===== src/slc_pkg.sv =====
// package: register map, field layout and reset values of the lock/output config bank
package slc_pkg;
    // register indices; byte address is four times the index
    localparam logic [7:0] IDX_REF_FSK = 8'h22;
    localparam logic [7:0] IDX_REFERENCE_MULTIPLIER_OUT = 8'h23;
    localparam logic [7:0] IDX_LD_PIN = 8'h27;
    localparam logic [7:0] IDX_STATUS = 8'h28;
    localparam logic [7:0] IDX_IRQ_STAT = 8'h29;
    localparam logic [7:0] IDX_IRQ_EN = 8'h2A;
    localparam logic [7:0] IDX_IRQ_CLR = 8'h2B;
    localparam int ADDR_LSB = 2;
    localparam int IDX_W = 8;

    localparam logic [15:0] RST_REF_FSK = 16'h1000;
    localparam logic [15:0] RST_REFERENCE_MULTIPLIER_OUT = 16'h0647;
    localparam logic [15:0] RST_LD_PIN = 16'h11F0;

    // lock detect / pin config field positions
    localparam int LOCK_DETECT_ENABLE_BIT = 0;
    localparam int MUX_SEL_BIT = 3;
    // reference control field position
    localparam int TERM_BIT = 15;
    localparam int SETTLE_W = 11;
    localparam logic [SETTLE_W-1:0] SETTLE_MIN = 11'h001;

    localparam int IRQ_W = 3;
    localparam int IRQ_LOCK_GAIN = 0;
    localparam int IRQ_LOCK_LOSS = 1;
    localparam int IRQ_SETTLE_DONE = 2;

    // multiplier wait and output control layout
    typedef struct packed {
        logic [1:0] reserved;
        logic [SETTLE_W-1:0] multiplier_settle_count;
        logic output_mute_until_lock;
        logic tx_output_drive_type;
        logic rx_output_drive_type;
    } slc_reference_multiplier_out_s;

    // status word read back by software
    typedef struct packed {
        logic settle_busy;
        logic outputs_muted;
        logic lock_detect;
        logic pll_locked;
    } slc_status_s;

    typedef enum logic [1:0] {
        SLC_IDLE = 2'b01,
        SLC_SETTLE = 2'b10
    } slc_state_e;
endpackage : slc_pkg


===== src/slc_regs.sv =====
// lock detect, multiplier settle and output buffer configuration bank behind apb
//
// Contract
// - pin carries readback data or lock detect
// - lock detect runs only while enabled
// - settle field counts reference cycles, 1 to 2047
// - settle wait in every switch, reset C8h
// - mute buffers until lock after listed events
// - lock loss after unmute keeps outputs active
// - tx output open drain or push-pull
// - rx output open drain or push-pull
// - reference input 50 ohm termination enable
module slc_regs (
    input wire logic clock_in,
    input wire logic srst_in,
    input wire logic psel_in,
    input wire logic penable_in,
    input wire logic pwrite_in,
    input wire logic [31:0] paddr_in,
    input wire logic [31:0] pwdata_in,
    output logic [31:0] prdata_out,
    output logic pready_out,
    output logic pslverr_out,
    input wire logic pll_lock_raw_in,
    input wire logic readback_sdo_in,
    input wire logic manual_vco_change_in,
    input wire logic profile_swap_in,
    output logic multiplexed_status_pin_out,
    output logic settle_busy_out,
    output logic outputs_muted_out,
    output logic tx_push_pull_out,
    output logic rx_push_pull_out,
    output logic termination_enable_out,
    output logic irq_out
);
    // ***************************************************
    // apb slave
    // ***************************************************
    logic [15:0] ref_fsk;
    logic [15:0] reference_multiplier_out_raw;
    logic [15:0] ld_pin;
    logic [slc_pkg::IRQ_W-1:0] irq_stat;
    logic [slc_pkg::IRQ_W-1:0] irq_en;
    slc_pkg::slc_reference_multiplier_out_s reference_multiplier_out;
    slc_pkg::slc_status_s status;
    logic [slc_pkg::IDX_W-1:0] idx;
    logic access;
    logic commit;
    logic wr;
    logic mapped;
    logic [31:0] next_rdata;

    assign reference_multiplier_out = slc_pkg::slc_reference_multiplier_out_s'(reference_multiplier_out_raw);
    assign idx = paddr_in[slc_pkg::ADDR_LSB +: slc_pkg::IDX_W];
    assign access = psel_in & penable_in;
    // pready is a flop, so the write lands on the edge that samples it high
    assign commit = access & pready_out;
    assign wr = commit & pwrite_in & mapped;

    always_comb begin
        mapped = 1'b1;
        next_rdata = 32'h0000_0000;
        case (idx)
            slc_pkg::IDX_REF_FSK: next_rdata = {16'h0000, ref_fsk};
            slc_pkg::IDX_REFERENCE_MULTIPLIER_OUT: next_rdata = {16'h0000, reference_multiplier_out_raw};
            slc_pkg::IDX_LD_PIN: next_rdata = {16'h0000, ld_pin};
            slc_pkg::IDX_STATUS: next_rdata = {28'h000_0000, status};
            slc_pkg::IDX_IRQ_STAT: next_rdata = {29'h0000_0000, irq_stat};
            slc_pkg::IDX_IRQ_EN: next_rdata = {29'h0000_0000, irq_en};
            slc_pkg::IDX_IRQ_CLR: next_rdata = 32'h0000_0000;
            default: mapped = 1'b0;
        endcase
    end

    // one wait state on every access
    always_ff @(posedge clock_in) begin
        if (srst_in) begin
            pready_out <= 1'b0;
            prdata_out <= 32'h0000_0000;
            pslverr_out <= 1'b0;
        end else begin
            pready_out <= access & ~pready_out;
            prdata_out <= (access & ~pready_out & ~pwrite_in) ? next_rdata : 32'h0000_0000;
            pslverr_out <= access & ~pready_out & ~mapped;
        end
    end

    // ***************************************************
    // configuration registers
    // ***************************************************
    // reserved fields are stored as written; software owns their values
    always_ff @(posedge clock_in) begin
        if (srst_in) begin
            ref_fsk <= slc_pkg::RST_REF_FSK;
            reference_multiplier_out_raw <= slc_pkg::RST_REFERENCE_MULTIPLIER_OUT;
            ld_pin <= slc_pkg::RST_LD_PIN;
        end else if (wr) begin
            if (idx == slc_pkg::IDX_REF_FSK) begin
                ref_fsk <= pwdata_in[15:0];
            end
            if (idx == slc_pkg::IDX_REFERENCE_MULTIPLIER_OUT) begin
                reference_multiplier_out_raw <= pwdata_in[15:0];
            end
            if (idx == slc_pkg::IDX_LD_PIN) begin
                ld_pin <= pwdata_in[15:0];
            end
        end
    end

    // ***************************************************
    // lock input synchroniser
    // ***************************************************
    logic [2:0] lock_ff;
    logic pll_locked;
    logic lock_detect;

    always_ff @(posedge clock_in) begin
        if (srst_in) begin
            lock_ff <= 3'h0;
            pll_locked <= 1'b0;
        end else begin
            lock_ff <= {lock_ff[1:0], pll_lock_raw_in};
            if (lock_ff[1] == lock_ff[2]) begin
                pll_locked <= lock_ff[2];
            end
        end
    end

    assign lock_detect = ld_pin[slc_pkg::LOCK_DETECT_ENABLE_BIT] & pll_locked;

    // ***************************************************
    // multiplier settle wait
    // ***************************************************
    // clock_in is the reference oscillator clock, so one count is one cycle
    slc_pkg::slc_state_e state;
    logic [slc_pkg::SETTLE_W-1:0] settle_cnt;
    logic freq_switch;
    logic settle_done;

    assign freq_switch = manual_vco_change_in | profile_swap_in;
    assign settle_done = (state == slc_pkg::SLC_SETTLE) && (settle_cnt == slc_pkg::SETTLE_MIN);

    always_ff @(posedge clock_in) begin
        if (srst_in) begin
            state <= slc_pkg::SLC_IDLE;
            settle_cnt <= slc_pkg::SETTLE_MIN;
        end else if (freq_switch) begin
            // a new switch restarts the wait; a zero count is taken as one cycle
            state <= slc_pkg::SLC_SETTLE;
            settle_cnt <= (reference_multiplier_out.multiplier_settle_count == '0) ? slc_pkg::SETTLE_MIN
                : reference_multiplier_out.multiplier_settle_count;
        end else begin
            case (state)
                slc_pkg::SLC_SETTLE: begin
                    if (settle_cnt == slc_pkg::SETTLE_MIN) begin
                        state <= slc_pkg::SLC_IDLE;
                    end else begin
                        settle_cnt <= settle_cnt - slc_pkg::SETTLE_MIN;
                    end
                end
                default: state <= slc_pkg::SLC_IDLE;
            endcase
        end
    end

    // ***************************************************
    // output mute until lock
    // ***************************************************
    logic mute_pending;

    // init counts as a muting event: the flop leaves reset set
    always_ff @(posedge clock_in) begin
        if (srst_in) begin
            mute_pending <= 1'b1;
        end else if (freq_switch) begin
            mute_pending <= 1'b1;
        end else if (state == slc_pkg::SLC_IDLE && pll_locked) begin
            mute_pending <= 1'b0;
        end
    end

    // ***************************************************
    // outputs
    // ***************************************************
    assign status = '{settle_busy: state == slc_pkg::SLC_SETTLE,
        outputs_muted: mute_pending & reference_multiplier_out.output_mute_until_lock,
        lock_detect: lock_detect, pll_locked: pll_locked};

    always_ff @(posedge clock_in) begin
        if (srst_in) begin
            multiplexed_status_pin_out <= 1'b0;
            settle_busy_out <= 1'b0;
            outputs_muted_out <= 1'b1;
            tx_push_pull_out <= 1'b1;
            rx_push_pull_out <= 1'b1;
            termination_enable_out <= 1'b0;
        end else begin
            multiplexed_status_pin_out <= ld_pin[slc_pkg::MUX_SEL_BIT] ? lock_detect
                : readback_sdo_in;
            settle_busy_out <= status.settle_busy;
            // lock loss alone never re-mutes: only a listed event sets the flag
            outputs_muted_out <= status.outputs_muted;
            tx_push_pull_out <= reference_multiplier_out.tx_output_drive_type;
            rx_push_pull_out <= reference_multiplier_out.rx_output_drive_type;
            termination_enable_out <= ref_fsk[slc_pkg::TERM_BIT];
        end
    end

    // ***************************************************
    // interrupts
    // ***************************************************
    logic lock_detect_q;
    logic [slc_pkg::IRQ_W-1:0] irq_event;
    logic [slc_pkg::IRQ_W-1:0] irq_clear;

    always_ff @(posedge clock_in) begin
        if (srst_in) begin
            lock_detect_q <= 1'b0;
        end else begin
            lock_detect_q <= lock_detect;
        end
    end

    assign irq_clear = (wr && idx == slc_pkg::IDX_IRQ_CLR) ? pwdata_in[slc_pkg::IRQ_W-1:0]
        : '0;

    genvar gi;
    generate
        for (gi = 0; gi < slc_pkg::IRQ_W; gi++) begin : g_irq
            // a new event in the clearing cycle wins over the clear
            always_ff @(posedge clock_in) begin
                if (srst_in) begin
                    irq_stat[gi] <= 1'b0;
                end else if (irq_event[gi]) begin
                    irq_stat[gi] <= 1'b1;
                end else if (irq_clear[gi]) begin
                    irq_stat[gi] <= 1'b0;
                end
            end
        end
    endgenerate

    always_comb begin
        irq_event = '0;
        irq_event[slc_pkg::IRQ_LOCK_GAIN] = lock_detect & ~lock_detect_q;
        irq_event[slc_pkg::IRQ_LOCK_LOSS] = ~lock_detect & lock_detect_q;
        irq_event[slc_pkg::IRQ_SETTLE_DONE] = settle_done & ~freq_switch;
    end

    always_ff @(posedge clock_in) begin
        if (srst_in) begin
            irq_en <= '0;
            irq_out <= 1'b0;
        end else begin
            if (wr && idx == slc_pkg::IDX_IRQ_EN) begin
                irq_en <= pwdata_in[slc_pkg::IRQ_W-1:0];
            end
            irq_out <= |(irq_stat & irq_en);
        end
    end
endmodule : slc_regs


===== config.mk =====
export PLATFORM = sky130hd
export DESIGN_NAME = slc_regs
export DESIGN_NICKNAME = d
export VERILOG_FILES = /design/src/slc_pkg.sv /design/src/slc_regs.sv
export SDC_FILE = /design/constraint.sdc
export NUM_CORES = 1
export LEC_CHECK = 0
export BUFFER_PORTS_ARGS = -buffer_cell sky130_fd_sc_hd__buf_2
export CORE_MARGIN = 1.5
export CORE_UTILIZATION = 45
export DETAILED_ROUTE_END_ITERATION = 10
export PLACE_DENSITY = 0.7
export SYNTH_ARGS = -nofsm -noshare
export SYNTH_HDL_FRONTEND = slang
export SYNTH_SLANG_ARGS = --single-unit

===== constraint.sdc =====
create_clock -name clock_in -period 2.6 [get_ports clock_in]
set_input_delay 0.52 -clock clock_in [delete_from_list [all_inputs] [get_ports clock_in]]
set_output_delay 0.52 -clock clock_in [all_outputs]
set_load 0.1 [all_outputs]

[Word-level counts from Yosys, hierarchy flattened]
Index checks and enable logic that the tools add are counted.
Storage, ports and cells
  bits of input ports: 73
  register bits: 114
  output and inout port bits: 41
Operators by class
  equality and inequality tests: 13
  mux-type cells: 17
  reductions and logical operators: 17
  add/subtract/negate cells: 1
  bitwise operators: 21
Operators by type and width (count)
  case mux 16 bit (6 select lines): 1
  equality test 8 x 6 -> 1 bit, second input constant: 7
  two-way mux 11 bit: 4
  AND 1 bit: 12
  equality test 11 x 1 -> 1 bit, second input constant: 1
  logical NOT 11 bit: 1
  subtractor 11 x 1 -> 11 bit, second input constant: 1
  two-way mux 1 bit: 8
  AND reduction 2 bit: 4
  nonzero test 2 bit: 4
  inverter 1 bit: 7
  OR reduction 7 bit: 1
  two-way mux 2 bit: 3
  logical AND 1 bit: 4
  OR reduction 2 bit: 2
  AND 3 bit: 1
  two-way mux 3 bit: 1
  inequality test 3 x 1 -> 1 bit, second input constant: 1
  OR reduction 3 bit: 1
  equality test 2 x 1 -> 1 bit, second input constant: 1
  equality test 2 bit, second input constant: 1
  inequality test 2 bit, second input constant: 1
  equality test 1 bit: 1
  bitwise OR 1 bit: 1

[Longest topological paths before layout]
Gate-level depths: netlist of the first run.
  depth after elaboration: 8
  gate-level depth with buffers: 7

[Least setup slack after synthesis of the first run]
Ideal clock, no wire load.
  kind: register to register
  from: register pready_out
  to: register reference_multiplier_out_raw[10], in the netlist reference_multiplier_out[10]
  slack: 0.158 ns
  stages on the path, launching flop included: 7
  required time: 2.478 ns
  buffers on the path: 2
  arrival time: 2.320 ns
  cell sequence: dfxtp_1 nand4_1 or4_1 clkbuf_1 clkbuf_1 nand2_1 nand3b_1
On the way
  longest elaborated chain between the ends: 4
RTL lines
  start, declared: line slc_regs.sv:22  | output logic pready_out,
  start signal, assigned: line slc_regs.sv:82  | pready_out <= access & ~pready_out;
  AND 1 bit: line slc_regs.sv:57  | assign commit = access & pready_out;
  AND 1 bit (2 in series): line slc_regs.sv:58  | assign wr = commit & pwrite_in & mapped;
  AND reduction 2 bit (no source line)
  end signal, assigned: line slc_regs.sv:95  | reference_multiplier_out_raw <= slc_pkg::RST_REFERENCE_MULTIPLIER_OUT;
  end signal, assigned: line slc_regs.sv:102  | reference_multiplier_out_raw <= pwdata_in[15:0];
  end, declared: line slc_regs.sv:40  | logic [15:0] reference_multiplier_out_raw;
Every way passes these cells.
A chain may end at the register's enable or synchronous reset.

[Worst setup path after layout of the first run]
  from: register settle_cnt[1] (netlist name)
  to: register settle_cnt[0] (netlist name)
On the way
  longest elaborated chain between the ends: 3
RTL lines
  start, declared: line slc_regs.sv:136  | logic [slc_pkg::SETTLE_W-1:0] settle_cnt;
  start signal, assigned: line slc_regs.sv:146  | settle_cnt <= slc_pkg::SETTLE_MIN;
  start signal, assigned: line slc_regs.sv:150  | settle_cnt <= (reference_multiplier_out.multiplier_settle_count == '0) ? slc_pkg::SETTLE_MIN
  start signal, assigned: line slc_regs.sv:158  | settle_cnt <= settle_cnt - slc_pkg::SETTLE_MIN;
  equality test 11 x 1 -> 1 bit: line slc_regs.sv:155  | if (settle_cnt == slc_pkg::SETTLE_MIN) begin
  inequality test 2 bit (no source line)
  AND reduction 2 bit (no source line)
Every way passes these cells.

==> reports/metrics.cfg, run 1 <==
[critical_path]
cp_cell_sequence = inv_1 > ha_1 > or4b_2 > o41ai_4 > buf_4 > nor4b_1 > a211oi_1
cp_slowest_stage_delay_ns = 0.63
cp.required_ns = 2.83
crit_slowest_cell = or4b_2
end_kind = register
cp_num_buf_inv = 2
startpoint_type = register
cp.arrival_ns = 2.41
crit_family = simple AND/OR/NAND/NOR gates
criticalPathCategory = reg2reg
worstPathMaxFanout = 19

[cells_and_area]
drive_gt1_frac = 0.214
fillers = 884
syn_to_final_growth_pct = 12.9
antenna_cells = 0
postLayoutCellArea_mm2 = 0.00480
final_cells = 667
nets = 626

[sta]
worst_slew_pin_slew_ns = 0.809
fin_skew_ns = 0.00776
rsz0062_at_grt = no
fmaxAchievable_mhz = 458
report.final.slew_viol_count = 0
slew_headroom = 0.461
fin_crit_ns = 2.18
period_share = 0.840
setup_viol = 0
setup_tns_ns = 0
finalHoldViolCount = 0

[clocking]
cts_resized = 0
ctsHoldBuffers = 0
clockRootBuffer = clkbuf_8
cts_buffer_depth = 2
post_cts_buffers = 0
htree_levels = 3
cts_buffers = 9
clk_pin_slew_ns = 0.09
clkSinkCount = 98
cts_tree = done
insertion_delay_ns = 0.35

[route]
ant_nets = 0
drc = 0
drt_iter0_drc = 146
drt-wirelength-per-cell_um = 14.2
detail_route.vias_per_cell = 5.43
firstDrtPassIters = 4
vias = 3620
wl_mm = 9.48

[grt]
grt-ovfl-total = 0
grt_max_degree = 83
grt_pass1_vias = 3316
grt_pass1_wl_mm = 15.7
antenna_found_initial = 0
grt.total_usage = 0.195

[place]
dp.final_hpwl_mm = 6.44
place_inst = 651
placed_area_mm2 = 0.00461
gp_congestion = 0.816
portBuffers = 57

[logic_synthesis]
ys_async_sr_fraction = 0
syn_avg_cell_area_um2 = 8.50
ys_seq_elements = 98
synth_edf_count = 0
synth.top_cell.area_share = 0.461
synth.cell_area_mm2 = 0.00425
yosysSeqAreaShare = 0.461
syn_inst = 500
synth.distinct_cells = 55
yosys_warnings = 0
synth_top_cell_by_area = dfxtp_1
synth_area_leaders = dfxtp_1 46%, nand2_1 9.1%, a21oi_1 5.7%
synthFlopType = dfxtp_1

[floorplanning]
die_y_um = 100
die_area_mm2 = 0.0100
fp.dieW_um = 100
rows = 35
core_area_mm2 = 0.00920
ios = 114
initial_core_util = 0.462

[outcome]
status = completed

[power_and_ir_drop]
vdd_drop_max_uv = 342
cellPowerDensity_mw_per_mm2 = 583
leakage_uw = 0.00185

[flow_run]
max_cap_violations = 0

[min_path]
hold_path_class = in2reg

[final cells by class]
cell class                 count  area [um^2]  area share
clock buffer                  10          128      0.0266
clock inverter                 6         66.3      0.0138
inverter                       8         30.0     0.00626
multi-input combinational    361         2070       0.431
sequential                    98         1960       0.409
tap                          111          139      0.0289
timing repair buffer          73          405      0.0845
[layout by cell type, fill, tap and decap left out, types with 6 or more instances in the layout]
cell / n
nor2_1: 35
mux2_2: 13
nand2_1: 103
or2_2: 6
a21oi_1: 48
a22oi_1: 15
conb_1: 16
buf_4: 16
inv_1: 8
o21ai_0: 9
clkbuf_8: 9
buf_2: 57
or4_1: 6
nand3b_1: 14
dfxtp_1: 98
mux2i_1: 6
nor2b_1: 10
[state kept, by name, summed over array words and instances (netlist names), 2 cells and up]
name,flops
settle_cnt,11
state,2
reference_multiplier_out,16
lock_ff,3
ld_pin,16
irq_en,3
prdata_out,16
ref_fsk,16
irq_stat,3
[cells in the mapped netlist (3+ instances only)]
| cell type | n |
|---|---|
| and3b_1 | 3 |
| nand2b_1 | 3 |
| or4_1 | 6 |
| dfxtp_1 | 98 |
| or2_2 | 6 |
| mux2i_1 | 6 |
| inv_1 | 8 |
| nor2b_1 | 10 |
| nor3_1 | 3 |
| nand2_1 | 103 |
| nand3_1 | 5 |
| or3_1 | 4 |
| buf_2 | 4 |
| nand4_1 | 3 |
| a22oi_1 | 15 |
| mux2_2 | 13 |
| clkbuf_1 | 22 |
| a311oi_1 | 4 |
| a31oi_1 | 5 |
| nor2_1 | 35 |
| o21ai_0 | 9 |
| buf_1 | 5 |
| nand3b_1 | 14 |
| a21oi_1 | 48 |
| or4_2 | 3 |
| o31ai_1 | 5 |
| nor4_1 | 5 |
| a211o_1 | 5 |
| buf_4 | 16 |
[power by group]
group	switching, uW	total (uW)	internal (uW)
clock network	522	971	449
registers	12.4	1530	1520
logic	227	300	72.8
total	762	2800	2040
[routing by layer]
layer / vias to the layer above / routed length [um] / track usage
li1: 1808 / - / -
met3: 9 / 431 / 0.0467
met4: 0 / 105 / 0.0477
met2: 96 / 4560 / 0.313
met5: - / 0 / 0
met1: 1707 / 4390 / 0.266
[metrics by stage]
stage	utilization	hold slack [ns]	worst slack (ns)	power, uW
after floorplan	-	0.414	0.158	1810
after detailed placement	0.501	0.429	0.171	1860
final	0.522	0.378	0.416	2800
after CTS	0.522	0.366	0.408	2820
after global routing	0.522	0.385	0.277	2900
after global placement	0.501	0.422	0.214	1860
[cells by family after synthesis]
| logic type | share of synthesized area |
|---|---|
| flip-flops | 0.461 |
| AND/OR/NAND/NOR | 0.257 |
| AO/OA/AOI/OAI | 0.158 |
| buffers and inverters | 0.0665 |
| adder cells (fa/ha/maj) | 0.00588 |
| XOR/XNOR | 0.00206 |
| other | 0.000882 |
| multiplexers | 0.0486 |
[worst reg2reg max path, delay by kind of cell, from the launching register on]
| kind | cells | cell delay, ns |
|---|---|---|
| compound gates | 2 | 0.31 |
| flops | 1 | 0.33 |
| simple gates | 2 | 0.92 |
| fa+ha+maj | 1 | 0.14 |
| buf+inv | 2 | 0.37 |
[path summary, 6_finish.rpt]
kind                   startpoint       endpoint  slack (ns)  cells past startpoint
setup reg to reg    settle_cnt[1]  settle_cnt[0]        0.42                      7
setup / recovery    settle_cnt[1]  settle_cnt[0]        0.42                      7
hold / removal    pll_lock_raw_in     lock_ff[0]        0.38                      2
hold reg to reg        lock_ff[0]     lock_ff[1]        0.45                      1
Power figures use the tool's default switching activity.
==> run 2: changes to the inputs <==
Settings changed: ABC_AREA set to 1.
Clock period 2.6 ns to 2.1 ns, I/O delays scaled along.
==> run 2 against run 1 <==
Against the previous run:
- synthesized area grew 1.7%
- sequential share of layout area decreased by 0.67 points
- clock skew grew 0.0024 ns
- via count grew 6.1%
- setup slack lost 0.15 ns
- die area is 1.7% higher
- first-iteration DRC count rose by 68%
- highest routed layer unchanged
- worst hold slack worse by 0.10 ns
- critical endpoint is now settle_cnt[10]
- utilization increased by 0.37 points
- combinational power rose by 19%
==> reports/metrics.cfg, run 2 <==
[floorplanning]
die_area_mm2 = 0.0102  ; +1.7%
ios = 114  ; unchanged
fp.dieW_um = 101  ; +0.84%
initial_core_util = 0.466  ; +0.00359
rows = 35  ; unchanged
core_area_mm2 = 0.00928  ; +0.95%
die_y_um = 101  ; +0.84%

[critical_path]
cp.arrival_ns = 2.10  ; -0.31 ns
end_kind = register
criticalPathCategory = reg2reg
worstSetupEndpoint = settle_cnt[10]
rr_worst_depth = 12  ; +5
cp.required_ns = 2.37  ; -0.46 ns
r2r-end = settle_cnt[10]
r2r_start = settle_cnt[1]
reg2reg_slack_ns = 0.27  ; -0.15 ns
startpoint_type = register
startpoint = settle_cnt[1]
worstPathMaxFanout = 12  ; -7

[grt]
grt.total_usage = 0.214  ; +0.0191
grt_pass1_wl_mm = 17.2  ; +9.5%
grt_max_degree = 51  ; -39%
grt-ovfl-total = 0  ; unchanged
grt_pass1_vias = 3666  ; +11%
antenna_found_initial = 0  ; unchanged

[logic_synthesis]
synth.cell_area_mm2 = 0.00433  ; +1.7%
syn_inst = 580  ; +16%
synth_edf_count = 0  ; unchanged
ys_seq_elements = 98  ; unchanged
synthFlopType = dfxtp_1
synth_top_cell_by_area = dfxtp_1
synth_commonest_cells = 192 x nand2_1, 98 x dfxtp_1, 46 x inv_1
yosysSeqAreaShare = 0.454  ; -0.00788
synth.top_cell.area_share = 0.454  ; -0.00788
ys_async_sr_fraction = 0  ; unchanged
synth_area_leaders = dfxtp_1 45%, nand2_1 17%, a21oi_1 4.0%
synth.distinct_cells = 37  ; -33%
syn_avg_cell_area_um2 = 7.46  ; -12%
yosys_warnings = 0  ; unchanged
synthMostInstantiatedCell = nand2_1

[clocking]
clockRootBuffer = clkbuf_8
cts_buffers = 9  ; unchanged
clkSinkCount = 98  ; unchanged
ctsHoldBuffers = 0  ; unchanged
cts_tree = done
cts_buffer_depth = 2  ; unchanged
insertion_delay_ns = 0.36  ; about the same
cts_resized = 0  ; unchanged
htree_levels = 3  ; unchanged
clk_pin_slew_ns = 0.10  ; about the same
post_cts_buffers = 0  ; unchanged

[route]
vias = 3842  ; +6.1%
ant_nets = 0  ; unchanged
detail_route.vias_per_cell = 5.00  ; -7.9%
firstDrtPassIters = 5  ; +1
drc = 0  ; unchanged
wl_mm = 10.1  ; +6.9%
drt-wirelength-per-cell_um = 13.2  ; -7.3%
drt_iter0_drc = 246  ; +68%

[cells_and_area]
antenna_cells = 0  ; unchanged
drive_gt1_frac = 0.191  ; -0.0234
layout_commonest_cell = nand2_1
syn_to_final_growth_pct = 12.8  ; about the same
regArea_mm2 = 0.00196  ; unchanged
layout_common_cells = 192 x nand2_1, 98 x dfxtp_1, 57 x buf_2
fillers = 908  ; +2.7%
multiInputGateArea_mm2 = 0.00199  ; -3.7%
finish.utilization = 0.526  ; +0.00370
final_cells = 769  ; +15%
nets = 710  ; +13%

[sta]
fmaxAchievable_mhz = 546  ; +19%
rsz0062_at_grt = no
period_share = 0.872  ; +0.0319
fin_skew_ns = 0.0101  ; +0.00238 ns
setup_viol = 0  ; unchanged
fin_crit_ns = 1.83  ; -0.353 ns
worst_slew_pin_slew_ns = 0.647  ; -0.162 ns
fin_ws_ns = 0.269  ; -0.147 ns
finalHoldViolCount = 0  ; unchanged
report.final.slew_viol_count = 0  ; unchanged
setup_tns_ns = 0  ; unchanged
slew_headroom = 0.569  ; +0.108

[outcome]
status = completed

[flow_run]
max_cap_violations = 0  ; unchanged

[place]
gp_congestion = 0.930  ; +14%
place_inst = 753  ; +16%
dp.final_hpwl_mm = 7.02  ; +9.0%
pre_cts_slack_ns = 0.139  ; -0.0320 ns
portBuffers = 57  ; unchanged

[min_path]
hold_path_class = in2reg

[power_and_ir_drop]
leakage_uw = 0.00209  ; +13%
cellPowerDensity_mw_per_mm2 = 721  ; +24%
vdd_drop_max_uv = 306  ; -10%

## run 2: layout make-up
cell class / instances / area share
Multi-Input combinational cell: 408 / 0.408
Sequential cell: 98 / 0.402
Timing Repair Buffer: 67 / 0.0738
Inverter: 51 / 0.0400
Tap cell: 129 / 0.0331
Clock buffer: 9 / 0.0254
Clock inverter: 7 / 0.0172
## run 2: metrics by stage
stage                     power (uW)  instance area [um^2]  hold slack, ns
final                           3520                  4880           0.275
after floorplan                 2230                  4380           0.388
after global placement          2280                  4670           0.402
after global routing            3670                  4880           0.268
after CTS                       3540                  4880           0.272
after detailed placement        2290                  4670           0.417
## run 2: layer usage
metal / vias up / share of wire / track usage / routed length, um
li1: 1935 / - / - / -
met1: 1754 / 0.45 / 0.283 / 4600
met2: 131 / 0.47 / 0.348 / 4740
met3: 22 / 0.055 / 0.0333 / 559
met4: 0 / 0.023 / 0.0929 / 238
met5: - / 0 / 0 / 0
## run 2: critical path: stages (launching register included)
cell	delay, ns
dfxtp_1	0.37
inv_1	0.07
ha_1	0.18
nand2_1	0.06
nor2_1	0.04
nand4_1	0.10
nand2_1	0.11
nand2_1	0.32
inv_1	0.21
nand2_1	0.11
nand3_1	0.07
nand2_1	0.06
inv_1	0.04
## run 2: cell families after synthesis
logic type / after synthesis / synth area share
simple gates: 290 / 0.294
flops: 98 / 0.454
compound gates: 93 / 0.133
buf+inv: 89 / 0.0986
xor+xnor: 7 / 0.0142
fa+ha+maj: 2 / 0.00578
other cells: 1 / 0.000867
## run 2: worst min path at each step
| stage | start | cells past startpoint | slack, ns | to |
|---|---|---|---|---|
| after floorplan | lock_ff[0] | 2 | 0.39 | lock_ff[1] |
| after global placement | lock_ff[0] | 2 | 0.40 | lock_ff[1] |
| after detailed placement | lock_ff[0] | 2 | 0.42 | lock_ff[1] |
| after CTS | pll_lock_raw_in | 3 | 0.27 | lock_ff[0] |
| after global routing | pll_lock_raw_in | 3 | 0.27 | lock_ff[0] |
| final | pll_lock_raw_in | 3 | 0.27 | lock_ff[0] |
## run 2: where the power goes
part,total [uW],switching [uW],internal (uW),leakage (uW)
Combinational,356,287,69.6,0.00119
Clock,1270,700,574,0.000103
Sequential,1890,13.8,1880,0.000794
Total,3520,1000,2520,0.00209
==> run 3: changes to the inputs <==
Settings changed: CTS_CLUSTER_SIZE set to 24, PLACE_DENSITY 0.7 to not set, PLACE_DENSITY_LB_ADDON set to 0.15.
==> run 3 against run 2 <==
Against the previous run:
- combinational power about the same
- utilization about the same
- maximum frequency up 1.4%
- register-to-register slack better by 0.03 ns
- flip-flop and latch count unchanged
- power up 0.18%
- largest power group unchanged
- cell area about the same
==> reports/metrics.cfg, run 3 (same netlist as run 2, synthesis figures left out) <==
[floorplanning]
die_y_um = 101  ; unchanged
rows = 35  ; unchanged
ios = 114  ; unchanged
initial_core_util = 0.466  ; unchanged
die_area_mm2 = 0.0102  ; unchanged
fp.dieW_um = 101  ; unchanged
core_area_mm2 = 0.00928  ; unchanged

[route]
detail_route.vias_per_cell = 4.85  ; -2.9%
wl_met1_mm = 4.89  ; +6.4%
ant_nets = 0  ; unchanged
vias = 3730  ; -2.9%
drc = 0  ; unchanged
wl_met3_um = 436  ; -22%
wl_met2_mm = 4.92  ; +3.9%
drt-wirelength-per-cell_um = 13.5  ; +2.1%
wl_mm = 10.3  ; +2.1%
top_layer_used = met4
drt_iter0_drc = 187  ; -24%
firstDrtPassIters = 5  ; unchanged

[clocking]
htree_levels = 3  ; unchanged
cts_tree = done
clk_pin_slew_ns = 0.10  ; about the same
cts_buffer_depth = 2  ; unchanged
clockRootBuffer = clkbuf_8
ctsHoldBuffers = 0  ; unchanged
cts_resized = 0  ; unchanged
insertion_delay_ns = 0.37  ; about the same
clkSinkCount = 98  ; unchanged
cts_buffers = 9  ; unchanged
post_cts_buffers = 0  ; unchanged

[min_path]
hp-start = pll_lock_raw_in
hold_path_class = in2reg
hold-path-cell-count = 3  ; unchanged
min_to = lock_ff[0]

[place]
dp.final_hpwl_mm = 6.95  ; -0.96%
portBuffers = 57  ; unchanged
gp_congestion = 0.882  ; -5.2%
placed_area_mm2 = 0.00467  ; unchanged
pre_cts_slack_ns = 0.183  ; +0.0438 ns

[cells_and_area]
postLayoutCellArea_mm2 = 0.00488  ; about the same
regArea_mm2 = 0.00196  ; unchanged
syn_to_final_growth_pct = 12.8  ; about the same
multiInputGateArea_mm2 = 0.00199  ; unchanged
nets = 710  ; unchanged
layout_commonest_cell = nand2_1
fillers = 937  ; +3.2%
drive_gt1_frac = 0.191  ; unchanged
layout_common_cells = 192 x nand2_1, 98 x dfxtp_1, 57 x buf_2
antenna_cells = 0  ; unchanged
finish.utilization = 0.526  ; about the same

[critical_path]
end_kind = register
startpoint_type = register
cp_cell_sequence = nor2_1 > inv_1 > nor2_1 > nand4_1 > nand2_1 > nand2_1 > inv_1 > nand2_1 > nand3_1 > nand2_1 > inv_1
worstPathMaxFanout = 12  ; unchanged
cpMostUsedCell = nand2_1
rr_worst_depth = 11  ; -1
r2r-end = settle_cnt[10]
reg2reg_slack_ns = 0.30  ; +0.03 ns
r2r_start = settle_cnt[2]
criticalPathCategory = reg2reg
cp.arrival_ns = 2.12  ; +0.02 ns
cp.required_ns = 2.42  ; +0.05 ns
cp_slowest_stage_delay_ns = 0.35  ; -0.02 ns
crit_slowest_cell = dfxtp_1

[sta]
fmaxAchievable_mhz = 554  ; +1.4%
report.final.slew_viol_count = 0  ; unchanged
rsz0062_at_grt = no
fin_hold_ws_ns = 0.259  ; -0.0154 ns
setup_viol = 0  ; unchanged
finalHoldViolCount = 0  ; unchanged
period_share = 0.860  ; -0.0122
slew_headroom = 0.565  ; -0.00396
worst_slew_pin_slew_ns = 0.653  ; +0.00593 ns
setup_tns_ns = 0  ; unchanged
fin_ws_ns = 0.295  ; +0.0256 ns
fin_crit_ns = 1.80  ; -0.0256 ns
fin_skew_ns = 0.0106  ; +0.000462 ns

[power_and_ir_drop]
vdd_drop_max_uv = 331  ; +8.0%
leakage_uw = 0.00209  ; +0.17%
cellPowerDensity_mw_per_mm2 = 723  ; +0.16%

[outcome]
status = completed

[grt]
antenna_found_initial = 0  ; unchanged
grt-ovfl-total = 0  ; unchanged
grt.total_usage = 0.210  ; -0.00434
grt_pass1_vias = 3465  ; -5.5%
grt_pass1_wl_mm = 16.7  ; -3.1%
grt_max_degree = 51  ; unchanged

[flow_run]
max_cap_violations = 0  ; unchanged

## run 3: cell count changes in the layout (fill, tap and decap cells not counted)
cell        change
clkinvlp_4      -1
inv_6           -1
clkinv_4        +2
## run 3: how the worst max path moves through the flow
stage,from,endpoint,depth (start not counted)
3_3_place_gp,paddr_in[7],ref_fsk[14],11
5_1_grt,settle_cnt[2],settle_cnt[10],11
6_report,settle_cnt[2],settle_cnt[10],11
2_1_floorplan,pready_out,ld_pin[10],6
3_5_place_dp,paddr_in[7],ref_fsk[7],11
4_1_cts,settle_cnt[2],settle_cnt[10],11
## run 3: cell type report
class                   instances  area share
clock buffers                   9      0.0254
multi-input cells             408       0.408
repair buffers                 67      0.0738
flip-flops and latches         98       0.402
clock inverters                 7      0.0174
well taps                     129      0.0331
inverters                      51      0.0400
## run 3: layer usage
layer | track usage | vias up
met5 | 0 | -
met4 | 0.0577 | 0
met3 | 0.0381 | 8
met2 | 0.353 | 86
met1 | 0.277 | 1705
li1 | - | 1931
## run 3: power breakdown
group          switching (uW)  total, uW  internal, uW
registers                13.1       1890          1880
clock network             706       1280           574
logic                     287        357          69.6
## run 3: worst max-delay path, delay by kind of cell, from the launching register on
kind	cells	cell delay, ns
buffers and inverters	3	0.39
DFF	1	0.35
and+or+nand+nor	8	1.02
## run 3: through the flow
stage,cells,power [uW]
finish,769,3530
global route,769,3660
CTS,769,3560
detailed placement,753,2290
global placement,753,2290
floorplan,595,2230
